**src/usp_pkg.sv**
```systemverilog
// Shared constants and state types for the serial host port
package usp_pkg;

    // ----------------------------------------
    // Status byte bit positions
    // ----------------------------------------
    localparam int ST_TX_HOLDING_FREE = 0;
    localparam int ST_RX_CHAR_AVAIL   = 1;
    localparam int ST_TX_ALL_SENT     = 2;
    localparam int ST_PARITY_FAULT    = 3;
    localparam int ST_OVERRUN_FAULT   = 4;
    localparam int ST_FRAMING_FAULT   = 5;
    localparam int ST_SYNC_FOUND      = 6;
    localparam int ST_DATASET_READY   = 7;

    // ----------------------------------------
    // Command byte bit positions
    // ----------------------------------------
    localparam int CMD_TX_ALLOW       = 0;
    localparam int CMD_TERM_READY     = 1;
    localparam int CMD_RX_ALLOW       = 2;
    localparam int CMD_SEND_BREAK     = 3;
    localparam int CMD_ERROR_CLEAR    = 4;
    localparam int CMD_REQ_SEND       = 5;
    localparam int CMD_INTERNAL_RESET = 6;
    localparam int CMD_ENTER_HUNT     = 7;

    // ----------------------------------------
    // Mode byte fields
    // ----------------------------------------
    localparam int MODE_BAUD_LSB      = 0;
    localparam int MODE_LEN_LSB       = 2;
    localparam int MODE_PARITY_EN     = 4;
    localparam int MODE_PARITY_EVEN   = 5;
    localparam int MODE_STOP_LSB      = 6;
    localparam logic [1:0] BAUD_SYNC  = 2'h0;
    localparam logic [1:0] BAUD_X1    = 2'h1;
    localparam logic [1:0] BAUD_X16   = 2'h2;
    localparam logic [1:0] BAUD_X64   = 2'h3;
    localparam logic [1:0] STOP_1     = 2'h1;
    localparam logic [1:0] STOP_1P5   = 2'h2;
    localparam logic [1:0] STOP_2     = 2'h3;

    // ----------------------------------------
    // Reset values, full byte mask and pin bundle width
    // ----------------------------------------
    localparam logic [7:0] MODE_RST   = 8'h00;
    localparam logic [7:0] CMD_RST    = 8'h00;
    localparam logic [7:0] BYTE_RST   = 8'h00;
    localparam logic [7:0] FULL_MASK  = 8'hFF;
    localparam int PIN_BITS           = 14;

    typedef struct packed {
        logic       expect_mode;
        logic [7:0] mode;
        logic [7:0] cmd;
        logic [7:0] tx_hold;
        logic       tx_full;
        logic [7:0] rx_buf;
        logic       rx_ready;
        logic       framing;
        logic       overrun;
        logic       parity;
        logic       sync_ff;
        logic       rd_prev;
        logic       wr_prev;
        logic [7:0] wr_data;
        logic       wr_cd;
        logic [7:0] dout;
        logic       doe;
        logic       rxa_pin;
        logic       txhf_pin;
        logic       txe_pin;
        logic       syn_pin;
        logic       rts_b;
        logic       dtr_b;
    } usp_state_t;

    typedef struct packed {
        logic [PIN_BITS-1:0] s1;
        logic [PIN_BITS-1:0] s2;
    } usp_sync_state_t;

endpackage

```
**src/usp_sync_if.sv**
```systemverilog
// Interface carrying raw pin levels to the synchroniser and clean levels back
`timescale 1ns/1ps
interface usp_sync_if #(
    parameter int WIDTH = 14
);
    logic [WIDTH-1:0] raw;
    logic [WIDTH-1:0] clean;
    modport user   (output raw, input clean);
    modport syncer (input raw, output clean);
endinterface

```
**src/usp_pin_sync.sv**
```systemverilog
// Two-stage synchroniser for the asynchronous host and modem pins
`timescale 1ns/1ps
module usp_pin_sync #(
    parameter int WIDTH = 14
) (
    input  wire logic      clk,
    input  wire logic      rst_b,
    input  wire logic      ce,
    usp_sync_if.syncer     sif
);
    usp_pkg::usp_sync_state_t st_q;
    usp_pkg::usp_sync_state_t st_d;

    // Width check at elaboration: the bundle layout is fixed
    if (WIDTH != usp_pkg::PIN_BITS) begin
        $error("usp_pin_sync: WIDTH must match the pin bundle");
    end

    // Idle pins are high, so reset to ones keeps strobes inactive
    always_comb begin
        st_d = st_q;
        if (ce) begin
            st_d.s1 = sif.raw;
            st_d.s2 = st_q.s1;
        end
    end

    always_ff @(posedge clk or negedge rst_b) begin
        if (!rst_b) begin
            st_q <= '1;
        end else begin
            st_q <= st_d;
        end
    end

    assign sif.clean = st_q.s2;

endmodule

```
**src/usp_host_port.sv**
```systemverilog
// Host-side status, mode, command and character access of the serial interface
// ----------------------------------------
// How it works
// - Status read on control address, any time
// - Ready, empty, sync bits mirror their pins
// - Dataset-ready bit is inverted input pin
// - Framing fault from receiver sets flag
// - Unread character overwritten sets overrun flag
// - Parity mismatch from receiver sets flag
// - Holding-free status means buffer empty only
// - Holding-free pin also needs clear-to-send, enable
// - Mode byte fields drive the serial engines
// - Command byte sets enables and modem pins
// - Unused upper received bits read as zero
// - Ready pins usable as interrupt requests
// - Status read clears sync flop, no hunt
// - Error flags hold until error-clear command
// - Receive disable masks ready, inhibits errors
// ----------------------------------------
`timescale 1ns/1ps
module usp_host_port (
    input  wire logic       clk,
    input  wire logic       rst_b,
    input  wire logic       ce,
    input  wire logic       cs_b,
    input  wire logic       rd_b,
    input  wire logic       wr_b,
    input  wire logic       c_d,
    input  wire logic [7:0] data_in,
    output logic      [7:0] data_out,
    output logic            data_oe,
    input  wire logic       dsr_b,
    input  wire logic       cts_b,
    output logic            rts_b,
    output logic            dtr_b,
    output logic            rx_char_available,
    output logic            tx_holding_free,
    output logic            tx_all_sent,
    output logic            sync_found,
    input  wire logic       rx_char_valid,
    input  wire logic [7:0] rx_char,
    input  wire logic       rx_frame_bad,
    input  wire logic       rx_parity_bad,
    input  wire logic       rx_sync_hit,
    input  wire logic       tx_take,
    input  wire logic       tx_shift_idle,
    output logic      [7:0] tx_char,
    output logic            tx_pending,
    output logic      [7:0] mode_byte,
    output logic      [7:0] cmd_byte
);
    usp_pkg::usp_state_t st_q;
    usp_pkg::usp_state_t st_d;

    usp_sync_if #(.WIDTH(usp_pkg::PIN_BITS)) pins ();

    // ----------------------------------------
    // Pin synchronisers
    // ----------------------------------------
    assign pins.raw = {cs_b, rd_b, wr_b, c_d, dsr_b, cts_b, data_in};

    usp_pin_sync #(
        .WIDTH (usp_pkg::PIN_BITS)
    ) u_sync (
        .clk   (clk),
        .rst_b (rst_b),
        .ce    (ce),
        .sif   (pins)
    );

    logic       s_cs_b;
    logic       s_rd_b;
    logic       s_wr_b;
    logic       s_cd;
    logic       s_dsr_b;
    logic       s_cts_b;
    logic [7:0] s_data;
    assign {s_cs_b, s_rd_b, s_wr_b, s_cd, s_dsr_b, s_cts_b, s_data} = pins.clean;

    logic       rd_act;
    logic       wr_act;
    logic [7:0] status;
    logic [7:0] len_mask;
    logic       rx_allow;

    assign rd_act   = !s_cs_b && !s_rd_b;
    assign wr_act   = !s_cs_b && !s_wr_b;
    assign rx_allow = st_q.cmd[usp_pkg::CMD_RX_ALLOW];
    assign len_mask = usp_pkg::FULL_MASK >> (2'h3 - st_q.mode[usp_pkg::MODE_LEN_LSB +: 2]);

    // ----------------------------------------
    // Status byte
    // ----------------------------------------
    always_comb begin
        status = usp_pkg::BYTE_RST;
        status[usp_pkg::ST_TX_HOLDING_FREE] = !st_q.tx_full;
        status[usp_pkg::ST_RX_CHAR_AVAIL]   = st_q.rxa_pin;
        status[usp_pkg::ST_TX_ALL_SENT]     = st_q.txe_pin;
        status[usp_pkg::ST_SYNC_FOUND]      = st_q.syn_pin;
        status[usp_pkg::ST_PARITY_FAULT]    = st_q.parity;
        status[usp_pkg::ST_OVERRUN_FAULT]   = st_q.overrun;
        status[usp_pkg::ST_FRAMING_FAULT]   = st_q.framing;
        status[usp_pkg::ST_DATASET_READY]   = !s_dsr_b;
    end

    // ----------------------------------------
    // Next state
    // ----------------------------------------
    always_comb begin
        st_d = st_q;
        if (ce) begin
            st_d.rd_prev = rd_act;
            st_d.wr_prev = wr_act;
            st_d.doe     = rd_act;
            if (wr_act) begin
                st_d.wr_data = s_data;
                st_d.wr_cd   = s_cd;
            end

            // Error clear before sets, so a same-cycle event wins
            if (!wr_act && st_q.wr_prev && st_q.wr_cd && !st_q.expect_mode
                    && st_q.wr_data[usp_pkg::CMD_ERROR_CLEAR]) begin
                st_d.framing = 1'b0;
                st_d.overrun = 1'b0;
                st_d.parity  = 1'b0;
            end

            // Host reads, sampled once at strobe start
            if (rd_act && !st_q.rd_prev) begin
                if (s_cd) begin
                    st_d.dout = status;
                    st_d.sync_ff = 1'b0;
                end else begin
                    st_d.dout     = st_q.rx_buf & len_mask;
                    st_d.rx_ready = 1'b0;
                end
            end

            // Take before load, so a write in the same cycle is not lost
            if (tx_take) begin
                st_d.tx_full = 1'b0;
            end

            // Host writes act at strobe end, when data has settled
            if (!wr_act && st_q.wr_prev) begin
                if (!st_q.wr_cd) begin
                    st_d.tx_hold = st_q.wr_data;
                    st_d.tx_full = 1'b1;
                end else if (st_q.expect_mode) begin
                    st_d.mode        = st_q.wr_data;
                    st_d.expect_mode = 1'b0;
                end else if (st_q.wr_data[usp_pkg::CMD_INTERNAL_RESET]) begin
                    st_d.expect_mode = 1'b1;
                    st_d.cmd         = usp_pkg::CMD_RST;
                end else begin
                    st_d.cmd = st_q.wr_data;
                end
            end

            if (rx_char_valid) begin
                st_d.rx_buf   = rx_char;
                st_d.rx_ready = 1'b1;
                if (rx_allow) begin
                    if (st_q.rx_ready) begin
                        st_d.overrun = 1'b1;
                    end
                    if (rx_frame_bad) begin
                        st_d.framing = 1'b1;
                    end
                    if (rx_parity_bad) begin
                        st_d.parity = 1'b1;
                    end
                end
            end

            // Set after clear: a hit during a status read survives
            if (rx_sync_hit) begin
                st_d.sync_ff = 1'b1;
            end

            st_d.rxa_pin  = st_d.rx_ready && st_d.cmd[usp_pkg::CMD_RX_ALLOW];
            st_d.txhf_pin = !st_d.tx_full && !s_cts_b && st_d.cmd[usp_pkg::CMD_TX_ALLOW];
            st_d.txe_pin  = !st_d.tx_full && tx_shift_idle;
            st_d.syn_pin  = st_d.sync_ff;
            st_d.rts_b    = !st_d.cmd[usp_pkg::CMD_REQ_SEND];
            st_d.dtr_b    = !st_d.cmd[usp_pkg::CMD_TERM_READY];
        end
    end

    always_ff @(posedge clk or negedge rst_b) begin
        if (!rst_b) begin
            st_q             <= '0;
            st_q.expect_mode <= 1'b1;
            st_q.mode        <= usp_pkg::MODE_RST;
            st_q.cmd         <= usp_pkg::CMD_RST;
            st_q.rts_b       <= 1'b1;
            st_q.dtr_b       <= 1'b1;
        end else begin
            st_q <= st_d;
        end
    end

    // ----------------------------------------
    // Outputs
    // ----------------------------------------
    assign data_out          = st_q.dout;
    assign data_oe           = st_q.doe;
    assign rts_b             = st_q.rts_b;
    assign dtr_b             = st_q.dtr_b;
    assign rx_char_available = st_q.rxa_pin;
    assign tx_holding_free   = st_q.txhf_pin;
    assign tx_all_sent       = st_q.txe_pin;
    assign sync_found        = st_q.syn_pin;
    assign tx_char           = st_q.tx_hold;
    assign tx_pending        = st_q.tx_full;
    assign mode_byte         = st_q.mode;
    assign cmd_byte          = st_q.cmd;

endmodule

```
**config.mk**
```make
export PLATFORM = sky130hd
export DESIGN_NAME = usp_host_port
export DESIGN_NICKNAME = d
export VERILOG_FILES = /design/src/usp_pkg.sv /design/src/usp_sync_if.sv /design/src/usp_pin_sync.sv /design/src/usp_host_port.sv
export SDC_FILE = /design/constraint.sdc
export NUM_CORES = 1
export LEC_CHECK = 0
export ABC_AREA = 1
export ABC_CLOCK_PERIOD_IN_PS = 1200
export BUFFER_PORTS_ARGS = -buffer_cell sky130_fd_sc_hd__buf_2
export CELL_PAD_IN_SITES_DETAIL_PLACEMENT = 1
export CELL_PAD_IN_SITES_GLOBAL_PLACEMENT = 1
export CORE_MARGIN = 2
export CORE_UTILIZATION = 38
export CTS_BUF_LIST = sky130_fd_sc_hd__clkbuf_16
export DETAILED_ROUTE_END_ITERATION = 8
export PLACE_DENSITY = 0.76
export SETUP_SLACK_MARGIN = 0.4
export SLEW_MARGIN = 0
export SYNTH_ARGS = -nofsm -noshare
export SYNTH_HDL_FRONTEND = slang
export SYNTH_SLANG_ARGS = --single-unit
```
**constraint.sdc**
```tcl
create_clock -name clk -period 1.2 [get_ports clk]
set_input_delay 0.06 -clock clk [delete_from_list [all_inputs] [get_ports clk]]
set_output_delay 0.06 -clock clk [all_outputs]
set_load 0.01 [all_outputs]
```
==> results of run 1 <==
[power by group through the flow]
stage	sequential [mW]	clock [mW]	combinational, mW
final	4.42	3.20	3.92
after global routing	4.48	3.39	4.20
after CTS	4.34	3.22	2.92
after detailed placement	4.35	0	2.18
after global placement	4.33	0	2.10
after floorplan	4.25	0	1.76
[per-stage QoR]
| step | instances | cell area (um^2) | setup WS (ns) |
|---|---|---|---|
| 2_1_floorplan | 430 | 4040 | -0.0606 |
| 3_3_place_gp | 604 | 4380 | -0.111 |
| 3_5_place_dp | 604 | 4380 | -0.167 |
| 4_1_cts | 677 | 5460 | -0.174 |
| 5_1_grt | 705 | 5970 | -0.339 |
| 6_report | 705 | 5970 | -0.283 |
[Yosys cell counts, drive strengths merged, types with 2 or more instances]
library cell / n / area [um^2]
o211ai: 2 / 15.0
nor2: 14 / 86.3
clkbuf: 6 / 23.8
o21ai: 63 / 383
nand3: 15 / 105
dfrtp: 59 / 1480
dfstp: 31 / 815
inv: 33 / 126
o31ai: 3 / 22.5
nand2: 155 / 604
buf: 42 / 310
[what timing repair did]
action                                  4_1_cts  5_1_grt
pin swaps                                     8       16
endpoints found under the setup margin       97      113
hold endpoints to repair                     85        0
gates cloned                                  5        1
gates resized for setup                      61       97
hold buffers                                 27        0
setup buffers                                25       27
[final cells by class]
| class | instances | area [um^2] | area share |
|---|---|---|---|
| Clock inverter | 7 | 110 | 0.0185 |
| Clock buffer | 9 | 225 | 0.0377 |
| Sequential cell | 90 | 2290 | 0.385 |
| Inverter | 34 | 139 | 0.0233 |
| Multi-Input combinational cell | 262 | 1680 | 0.281 |
| Tap cell | 136 | 170 | 0.0285 |
| Timing Repair Buffer | 167 | 1350 | 0.226 |
[flip-flops by register name, indices dropped and copies added, names as in the netlist, 7 cells and up]
register          flops
mode_byte             8
data_out              8
cmd_byte              7
tx_char               8
u_sync.st_q          14
u_sync.sif.clean     14
st_q                 23
[critical path: cells and delay by family, from the launching register on]
kind,cells,cell delay [ns]
and+or+nand+nor,4,0.42
AOI/OAI and AO/OA,1,0.05
DFF,1,0.56
buffers and inverters,2,0.33
[path summary, 6_finish.rpt]
| check | slack, ns | cells after the start | end | startpoint |
|---|---|---|---|---|
| hold reg to reg | 0.46 | 2 | u_sync.st_q[19] | u_sync.st_q[19] |
| setup reg to reg | -0.28 | 7 | tx_char[5] | u_sync.sif.clean[13] |
| hold / removal | 0.09 | 3 | dtr_b | ce |
| setup / recovery | -0.28 | 7 | tx_char[5] | u_sync.sif.clean[13] |
| max in group asynchronous | 0.52 | 3 | u_sync.st_q[26] | rst_b |
| min in group asynchronous | 0.11 | 2 | st_q[35] | rst_b |
[routing by layer]
layer	up-vias	GRT usage
met4	0	0.109
met1	1763	0.273
met3	40	0.0383
met5	-	0
li1	1608	-
met2	105	0.368
[kinds of logic after synthesis]
logic type,count (synthesis)
AOI/OAI and AO/OA,72
buffers and inverters,82
DFF,90
other,1
and+or+nand+nor,185
==> impl.org, run 1 <==
** Synth
- Of the total synthesized cell area, the portion taken by XOR and XNOR cells is 0.
- Synth Area in Simple Gates :: 0.200
- After synthesis, the share of cell area in mux cells is 0.
- In this run, synthesis inferred 0 flip-flops with an integrated enable.
- Counting every net in the synthesized netlist gives 461.
- Share of the yosys chip area belonging to registers :: 0.572
- For this run, the leading register cell type out of synthesis is sky130_fd_sc_hd__dfrtp_1.
- Synthesis inferred 90 register bits.
- Combinational family with the most area after synthesis :: simple AND/OR/NAND/NOR gates
- The synthesized netlist occupies a cell area of 4010 um^2.
- Warnings from Yosys :: 0
- Proportion of synthesized flip-flops having asynchronous set or reset :: 1.00
- The post-synthesis compound-gate area fraction came to 0.111.
- Adder-cell share of the synthesized area :: 0
- After synthesis, the mean cell area works out to 9.32 um^2.
- Synthesis produced a netlist whose cell count is 430.
- Distinct cells, synth :: 32

** Power
- Comb power frac :: 0.340
- Switching share of total power :: 0.331
- P per Cell Area :: 1930 nW/um^2
- Leakage dissipation :: 2.91 nW
- Internal power component :: 7.72 mW
- Summing internal, switching and leakage power gives 11.5 mW.
- IR analysis of the VDD net gives a maximum drop of 1.05 mV.
- For this design the total switching power over the nets is 3.82 mW.
- Of the total power, the clock network draws 0.277.
- The share of total power dissipated in sequential elements is 0.383.

** Clocking
- CTS built an H-tree with a depth of 3.
- Total clock buffers created by CTS :: 9
- In this run the deepest clock path goes through 2 buffers.
- Post-CTS clock slew at the launch and capture registers of the worst setup and hold paths :: 0.07 ns
- Root buffer cell :: sky130_fd_sc_hd__clkbuf_16
- For this design, the sink count on the clock tree is 90.
- Clock latency on the worst-skew pair, taken at its later pin, is 0.35 ns.
- Clock tree from TritonCTS :: built

** Setup path
- Crit path arrival time :: 1.72 ns
- The worst setup path is captured at a flip-flop.
- In this design, the critical path's most frequently occurring cell is sky130_fd_sc_hd__buf_12.
- Along the worst path, the maximum fanout reaches 9.
- Delay of the slowest cell on the worst path :: 0.56 ns
- WS Path Type :: flip-flop to flip-flop
- For the worst setup path, the data required time is 1.44 ns.
- The critical path goes through nor2_4, nor2_8, buf_12, nand3_4, buf_12, nand2_2, o21ai_2.
- Element type at the critical path start :: flip-flop
- Master of the slowest instance on the critical path :: sky130_fd_sc_hd__dfstp_2

** Job
- Count of max-cap constraint violations :: 0

** Drt
- Uppermost metal layer occupied by signal nets :: met4
- Violation count after the first detailed-route iteration :: 177
- Once detail routing completed, the nets flagged for antenna violations numbered 0.
- Average detailed-routed wire length per instance :: 19.5 um
- After detailed routing, the number of vias per cell comes to 4.99.
- Met3 Routed Length :: 497 um
- The routed layout has 3,516 vias.
- For this block, wires on met1 add up to 5530 um.
- # DRC :: 0
- Routed wire length on met2 :: 7100 um
- Total routed wirelength :: 13,700 um
- For this run, the detailed router's first-pass iteration total came to 4.

** Global routing
- Number of global-route vias before repair :: 3,525
- Wire length of the first global-routing pass :: 19,000 um
- The initial antenna violation count was 0.
- Maximum number of pins on one net before global-route repair :: 37
- Summed over all layers, the global routing overflow is 0.
- For this run, the total global-route usage over all layers was measured as 0.219.

** Floorplanning
- For this configuration, the core starts out at a cell density of 0.390.
- Core region area :: 10,300 um^2
- Total Die Area :: 11,400 um^2
- Number of I/O pins :: 71
- Measured along the y axis, the die boundary spans 107 um.
- The die is 107 um wide.
- Cell row count :: 37

** Timing
- Post-route worst setup slack :: -0.283 ns
- Final slew viol count :: 0
- Minimum period implied by the final worst setup slack :: 1.48 ns
- The final-report hold violation count was 0.
- Share of the clock period used by the worst path after layout :: 1.24
- Between clock sinks in the finished design, the worst skew comes to 0.00931 ns.
- WHS :: 0.0877 ns
- Post-route setup TNS :: -8.93 ns
- Timing would allow up to 0.674 GHz.
- Setup repair after global routing could not meet its margin everywhere.
- Setup violations remaining at the end of the flow were counted as 54.

** Cells and area
- Area Overhead vs Synth :: 48.9%
- Post-route core utilization :: 0.581
- Leading cell types in the layout, fill and taps excluded :: sky130_fd_sc_hd__nand2_1 (105), sky130_fd_sc_hd__buf_2 (60), sky130_fd_sc_hd__buf_4 (58)
- Fill cells in the final layout number 1,172.
- Leaving out fill and tap cells, the most frequent cell in the layout is sky130_fd_sc_hd__nand2_1.
- In the final design database the tool counted 595 nets.
- Share of layout cells above drive strength 1 :: 0.541
- The number of antenna diodes in the final layout is 0.

** Place
- Number of buffers added on ports :: 69
- Routability Congestion :: 0.798
- Detailed-placement wirelength estimate :: 6330 um

** Min path
- Type of the tightest min-delay check :: primary input to flip-flop

** Outcome
- Status :: finished, violations left
- The final reports fail on negative setup slack.
No activity file was read; power rests on OpenSTA's default activity.
==> run 2: changes to the inputs <==
CORE_MARGIN = not set   (was 2)
TNS_END_PERCENT = 10   (was not set)
==> impl.org, run 2 (synthesized netlist as in run 1, its figures left out) <==
** Outcome
- Status :: finished, violations left
- The checks that failed: negative setup slack.

** Global routing
- Met3 layer usage reported by global route :: 0.0362 (-0.00212)
- Maximum number of pins on one net before global-route repair :: 42 (+14%)
- Global router's overall resource usage :: 0.203 (-0.0167)
- The routing usage on met2 is 0.351 (-0.0161).
- The number of global-route vias before repair was 3,445 (-2.3%).
- Wire length of the first global-routing pass :: 17,400 um (-8.4%)
- The met1 capacity usage during global routing was 0.253 (-0.0200).
- Global route hottest layer :: met2
- Remaining global-route overflow :: 0 (unchanged)
- The initial antenna violation count is 0 (unchanged).

** Timing
- The final-report hold violation count was 0 (unchanged).
- The period utilization was 1.14 (-0.0947).
- Minimum period implied by the final worst setup slack :: 1.37 ns (-0.114 ns)
- Final slew viol count :: 0 (unchanged)
- The worst-case setup margin in the final layout is -0.169 ns (+0.114 ns).
- The peak clock frequency supported by timing was 0.730 GHz (+8.3%).
- Setup repair after global routing could not meet its margin everywhere.
- Post-route setup TNS :: -3.79 ns (+5.13 ns)
- Number of endpoints failing setup at the final stage :: 32 (-41%)
- The clock skew after layout came to 0.00648 ns (-0.00283 ns).

** Min path
- The worst hold path begins at tx_take.
- Type of the tightest min-delay check :: primary input to flip-flop

** Cells and area
- The layout net count was 549 (-7.7%).
- The antenna cell count was 0 (unchanged).
- The number of flip-flops in the largest register came to 23 (unchanged).
- Leading cell type in the layout, fill and taps excluded :: sky130_fd_sc_hd__nand2_1
- Count of non-filler cells in the finished layout :: 659 (-6.5%)
- Post-route core utilization :: 0.505 (-0.0757)
- The library cells used most frequently in the layout, excluding fill and tap cells, are sky130_fd_sc_hd__nand2_1 (139), sky130_fd_sc_hd__buf_2 (63), sky130_fd_sc_hd__dfrtp_1 (58).
- Ranked by flip-flop count, first place goes to st_q.
- The fraction of final layout cells with drive strength greater than 1 is 0.365 (-0.176).
- Relative to the synthesized area, the layout overhead comes to 29.5%.

** Setup path
- The critical path data arrival time came to 1.60 ns (-0.12 ns).
- Nature of the critical path endpoint :: flip-flop
- Worst path buffer plus inverter count :: 0 (-2)
- The critical path goes through nor2_4, nor2_8, nand2_4, nor2_4, nand2_2, nand2_1, nand2_1.
- The largest stage delay on the critical path came to 0.56 ns (about the same).
- Worst-path fanout max :: 6 (-3)
- Largest delay share family, worst path :: simple AND/OR/NAND/NOR gates
- In this run the critical register-to-register path is launched from u_sync.sif.clean[13].
- The worst setup path is of the flip-flop to flip-flop kind.
- The largest individual stage delay along the critical path comes from the cell sky130_fd_sc_hd__dfstp_2.
- Req. time, crit path :: 1.43 ns (about the same)
- STA classifies the critical path startpoint as a flip-flop.
- The critical path starts at u_sync.sif.clean[13].

** Drt
- The average wire per standard cell was 15.9 um (-18%).
- The via count normalized by instance count came to 4.82 (-3.3%).
- The remaining design rule violation count was 0 (unchanged).
- Total routed wirelength :: 10,500 um (-24%)
- Violation count after the first detailed-route iteration :: 109 (-38%)
- The via count is 3,179 (-9.6%).
- The number of detailed-routing iterations run before antenna repair is 4 (unchanged).
- Detail Route Antenna Nets :: 0 (unchanged)

** Floorplanning
- The I/O pin count is 71 (unchanged).
- Total Die Area :: 11,000 um^2 (-3.7%)
- The initial core utilization came to 0.390 (unchanged).
- The die width was 105 um (-1.9%).
- The core region area was 10,300 um^2 (unchanged).
- The site row count came to 37 (unchanged).
- Die Span Y :: 105 um (-1.9%)

** Place
- The cell count after placement came to 604 (unchanged).
- The sum of net half-perimeters after detailed placement is 6510 um (+2.9%).
- The final RePlAce weighted congestion came to 0.771 (-3.4%).
- The count of input and output buffers came to 69 (unchanged).

** Job
- Count of max-cap constraint violations :: 0 (unchanged)

** Clocking
- H-tree level count :: 3 (unchanged)
- The clock sink count came to 90 (unchanged).
- Insertion delay to the later sink of the worst-skew pair :: 0.33 ns (-0.02 ns)
- The maximum number of buffers from clock root to sink is 2 (unchanged).
- The number of buffers created by CTS was 9 (unchanged).
- TritonCTS built the clock tree.
- CTS placed an instance of sky130_fd_sc_hd__clkbuf_16 at the clock tree root.
- The clock input transition at the sequential cells of the worst setup and hold paths is 0.06 ns (about the same).

** Power
- The power density normalized to cell area was 1880 nW/um^2 (-2.9%).
- The peak supply drop is 0.763 mV (-28%).
- Leakage dissipation :: 2.55 nW (-13%)
[run 2: changes by cell type in the layout (fill, tap and decap cells not counted), moves of 5 or more]
cell / change
sky130_fd_sc_hd__buf_4: -39
sky130_fd_sc_hd__nand2_1: +34
sky130_fd_sc_hd__o21ai_0: +25
sky130_fd_sc_hd__nand2_2: -23
sky130_fd_sc_hd__o21ai_2: -20
sky130_fd_sc_hd__nand2_4: -10
sky130_fd_sc_hd__inv_1: +6
sky130_fd_sc_hd__inv_2: -5
sky130_fd_sc_hd__nand3_1: +5
sky130_fd_sc_hd__o21ai_1: -5
[run 2: through the flow]
stage | hold slack, ns | setup WS, ns | cell area, um^2 | power (mW)
3_5_place_dp | -0.00587 | -0.221 | 4370 | 6.51
2_1_floorplan | -0.236 | -0.0607 | 4010 | 5.98
5_1_grt | 0.0941 | -0.264 | 5190 | 10.3
3_3_place_gp | -0.00516 | -0.165 | 4370 | 6.40
4_1_cts | 0.0743 | -0.190 | 5120 | 9.74
6_report | 0.0829 | -0.169 | 5190 | 9.74
[run 2: path summary, 6_finish.rpt]
path                                    to  slack, ns  cells past startpoint
setup / recovery                  st_q[28]      -0.17                      7
hold / removal                  tx_pending       0.08                      4
setup reg to reg                  st_q[28]      -0.17                      7
hold reg to reg            u_sync.st_q[20]       0.47                      2
max in group asynchronous  u_sync.st_q[26]       0.52                      3
min in group asynchronous      cmd_byte[5]       0.15                      2
[run 2: worst register-to-register path: stages (launching register included)]
cell,delay (ns)
sky130_fd_sc_hd__dfstp_2,0.56
sky130_fd_sc_hd__nor2_4,0.07
sky130_fd_sc_hd__nor2_8,0.15
sky130_fd_sc_hd__nand2_4,0.08
sky130_fd_sc_hd__nor2_4,0.18
sky130_fd_sc_hd__nand2_2,0.11
sky130_fd_sc_hd__nand2_1,0.08
sky130_fd_sc_hd__nand2_1,0.05
[run 2: cell type report]
class                           count  area [um^2]
Fill cell                        1203         5090
Tap cell                          136          170
Sequential cell                    90         2290
Multi-Input combinational cell    262         1390
Clock buffer                       10          250
Timing Repair Buffer              121          898
Inverter                           34          130
Clock inverter                      6         55.1
[run 2: power by group]
part | internal [mW] | total (mW) | leakage, nW | switching [mW]
Combinational | 1.07 | 2.53 | 1.31 | 1.45
Clock | 1.72 | 2.86 | 0.154 | 1.14
Sequential | 3.83 | 4.36 | 1.08 | 0.529
Total | 6.62 | 9.74 | 2.55 | 3.12
[run 2: repair_timing]
item / 4_1_cts / 5_1_grt
endpoints found under the hold margin: 92 / 0
setup endpoints to repair: 99 / 123
pin swaps: 5 / 7
hold buffers: 27 / 0
gates resized for setup: 17 / 23
gates cloned: 4 / 0
setup buffers: 7 / 1
[run 2: routing by layer]
| layer | up-vias | part of all wire |
|---|---|---|
| met5 | - | 0 |
| met4 | 0 | 0.017 |
| met3 | 15 | 0.034 |
| met2 | 62 | 0.51 |
| met1 | 1591 | 0.44 |
| li1 | 1511 | - |
==> run 3: changes to the inputs <==
--- a/config.mk
+++ b/config.mk
@@ -13,4 +13,5 @@
 export CORE_UTILIZATION = 38
 export CTS_BUF_LIST = sky130_fd_sc_hd__clkbuf_16
+export CTS_CLUSTER_DIAMETER = 150
 export DETAILED_ROUTE_END_ITERATION = 8
 export PLACE_DENSITY = 0.76
==> constraint.sdc (replaced) <==
create_clock -name clk -period 1.2 [get_ports clk]
set_input_delay 0.18 -clock clk [delete_from_list [all_inputs] [get_ports clk]]
set_output_delay 0.18 -clock clk [all_outputs]
set_load 0.01 [all_outputs]
==> impl.org, run 3 (synthesized netlist as in run 1, its figures left out) <==
** Outcome
- The run finished, with violations left.
- Violated checks :: negative hold slack, negative setup slack

** Timing
- The clock skew after layout came to 0.00633 ns (-0.000149 ns).
- The period utilization was 1.15 (+0.0130).
- The peak clock frequency supported by timing was 0.722 GHz (-1.1%).
- Number of endpoints failing setup at the final stage :: 39 (+22%)
- Post-route worst setup slack :: -0.185 ns (-0.0156 ns)
- Setup repair after global routing could not meet its margin everywhere.
- Minimum period implied by the final worst setup slack :: 1.38 ns (+0.0156 ns)
- The worst hold margin came to -0.253 ns (-0.336 ns).
- The count of pins over their slew limit came to 0 (unchanged).
- Fin. Hold Viols :: 18 (+18)

** Setup path
- The top fanout value on the critical path was 6 (unchanged).
- The critical path data arrival time is 1.61 ns (about the same).
- The worst setup path is launched from a flip-flop.
- Nature of the critical path endpoint :: flip-flop
- The required time at the worst-slack endpoint is 1.42 ns (about the same).
- The worst setup path is of the flip-flop to flip-flop kind.

** Floorplanning
- Initial cell density of the core :: 0.390 (unchanged)
- The floorplan die area came to 11,000 um^2 (unchanged).
- The chip height came to 105 um (unchanged).
- Die X :: 105 um (unchanged)
- The site row count is 37 (unchanged).
- The core region area came to 10,300 um^2 (unchanged).
- Number of I/O pins :: 71 (unchanged)

** Global routing
- The largest net degree at the start of global routing came to 26 (-38%).
- The final global-route overflow total was 0 (unchanged).
- Global route hottest layer :: met2
- The wire length of the first global-routing pass came to 15,900 um (-8.6%).
- Met3 layer usage reported by global route :: 0.0299 (-0.00624)
- Number of antenna violations at the first check in global routing :: 0 (unchanged)
- The met1 capacity usage during global routing is 0.235 (-0.0187).
- Grt met2 use :: 0.323 (-0.0289)
- The number of global-route vias before repair is 3,127 (-9.2%).
- The global-route total usage across every layer came to 0.186 (-0.0168).

** Clocking
- The tree is rooted in a sky130_fd_sc_hd__clkbuf_16.
- The clock sink count came to 90 (unchanged).
- The clock input transition at the sequential cells of the worst setup and hold paths was 0.06 ns (about the same).
- Max Root-Sink Buffers :: 2 (unchanged)
- The maximum level of the CTS H-tree was 3 (unchanged).
- The clock latency on the worst-skew pair came to 0.34 ns (about the same).
- TritonCTS built the clock tree.
- The number of buffers created by CTS came to 9 (unchanged).

** Cells and area
- The final core area utilization was 0.474 (-0.0306).
- Area Overhead vs Synth :: 21.6%
- Leading cell type in the layout, fill and taps excluded :: sky130_fd_sc_hd__nand2_1
- Ranked by flip-flop count, first place goes to st_q.
- Leaving out fill and tap cells, the most frequent cells in the layout are sky130_fd_sc_hd__nand2_1 (129), sky130_fd_sc_hd__buf_2 (64), sky130_fd_sc_hd__dfrtp_1 (58).
- The fraction of final layout cells with drive strength greater than 1 was 0.406 (+0.0409).
- Number of nets in the layout :: 521 (-5.1%)
- The number of flip-flops in the largest register is 23 (unchanged).
- The number of filler cells placed in the layout came to 1,231 (+2.3%).
- Count of non-filler cells in the finished layout :: 631 (-4.2%)
- The antenna cell count is 0 (unchanged).

** Drt
- The first-iteration detailed-routing DRC count was 100 (-8.3%).
- The detailed-route wire length came to 9610 um (-8.4%).
- The number of detailed-routing iterations run before antenna repair is 4 (unchanged).
- The average wire per standard cell was 15.2 um (-4.3%).
- The via count is 2,976 (-6.4%).
- Detail Route Antenna Nets :: 0 (unchanged)
- # DRC :: 0 (unchanged)
- The via count normalized by instance count was 4.72 (-2.2%).

** Place
- The sum of net half-perimeters after detailed placement is 6690 um (+2.7%).
- Routability Congestion :: 0.781 (+1.3%)
- The post-placement setup slack was -0.202 ns (+0.0185 ns).
- Inst Count DP :: 607 (+0.50%)
- The count of input and output buffers is 69 (unchanged).

** Power
- Worst-case vdd ir drop :: 0.826 mV (+8.2%)
- P per Cell Area :: 1920 nW/um^2 (+2.1%)
- Leakage dissipation :: 2.42 nW (-4.9%)
- The total power draw was 9.34 mW (-4.1%).

** Job
- Count of max-cap constraint violations :: 0 (unchanged)

** Min path
- The path class of the tightest hold or removal check is primary input to asynchronous set/reset pin.
[run 3: cell types whose count changed in the layout (fill, tap and decap cells not counted), sizes merged]
cell and delta:
buf +2, bufinv -1, clkbuf -1, clkinv +1, clkinvlp +2, dlygate4sd3 -27, inv -1, nand3 -2
nor2 -1
[run 3: final cells by class]
cell class                 count  area, um^2  share of cell area
sequential                    90        2290               0.470
multi-input combinational    259        1370               0.282
timing repair buffer          96         646               0.132
clock buffer                   9         225              0.0462
tap                          136         170              0.0349
inverter                      34         130              0.0267
clock inverter                 7        38.8             0.00796
[run 3: critical path: stages (launching register included)]
cell and delay [ns]:
sky130_fd_sc_hd__dfstp_2 0.55, sky130_fd_sc_hd__nor2_4 0.06, sky130_fd_sc_hd__nor2_8 0.18, sky130_fd_sc_hd__nand2_4 0.08, sky130_fd_sc_hd__nor2_4 0.19, sky130_fd_sc_hd__inv_4 0.08, sky130_fd_sc_hd__nand2_2 0.07, sky130_fd_sc_hd__o21ai_2 0.06
[run 3: worst paths after layout]
kind                                      startpoint         endpoint  slack, ns  cells past startpoint
worst max-delay path            u_sync.sif.clean[11]      cmd_byte[2]      -0.18                      7
worst min-delay path                           rst_b      data_out[3]      -0.25                      1
worst max register to register  u_sync.sif.clean[11]      cmd_byte[2]      -0.18                      7
worst min register to register       u_sync.st_q[16]  u_sync.st_q[16]       0.46                      2
max in group asynchronous                      rst_b         st_q[64]       0.89                      2
min in group clk                          data_in[1]  u_sync.st_q[15]       0.04                      3
[run 3: layer usage]
| layer | wire (um) | part of all wire |
|---|---|---|
| met1 | 4270 | 0.44 |
| met2 | 4940 | 0.51 |
| met3 | 286 | 0.030 |
| met4 | 116 | 0.012 |
| met5 | 0 | 0 |
[run 3: per-stage QoR]
| step | cell area (um^2) | TNS, ns |
|---|---|---|
| after floorplan | 4010 | -0.735 |
| after global placement | 4390 | -2.55 |
| after detailed placement | 4390 | -4.72 |
| after CTS | 4780 | -4.57 |
| after global routing | 4870 | -7.35 |
| final | 4870 | -4.13 |
[run 3: where the power goes]
group	switching [mW]	internal, mW
sequential	0.559	3.83
combinational	1.39	1.05
clock	1.14	1.38
total	3.09	6.26
[run 3: repair_timing]
action,in CTS,in global routing
endpoints found under the hold margin,18,18
buffers inserted,4,3
pin swaps,5,7
setup endpoints to repair,112,116
cloned,1,0
resized for setup,23,25
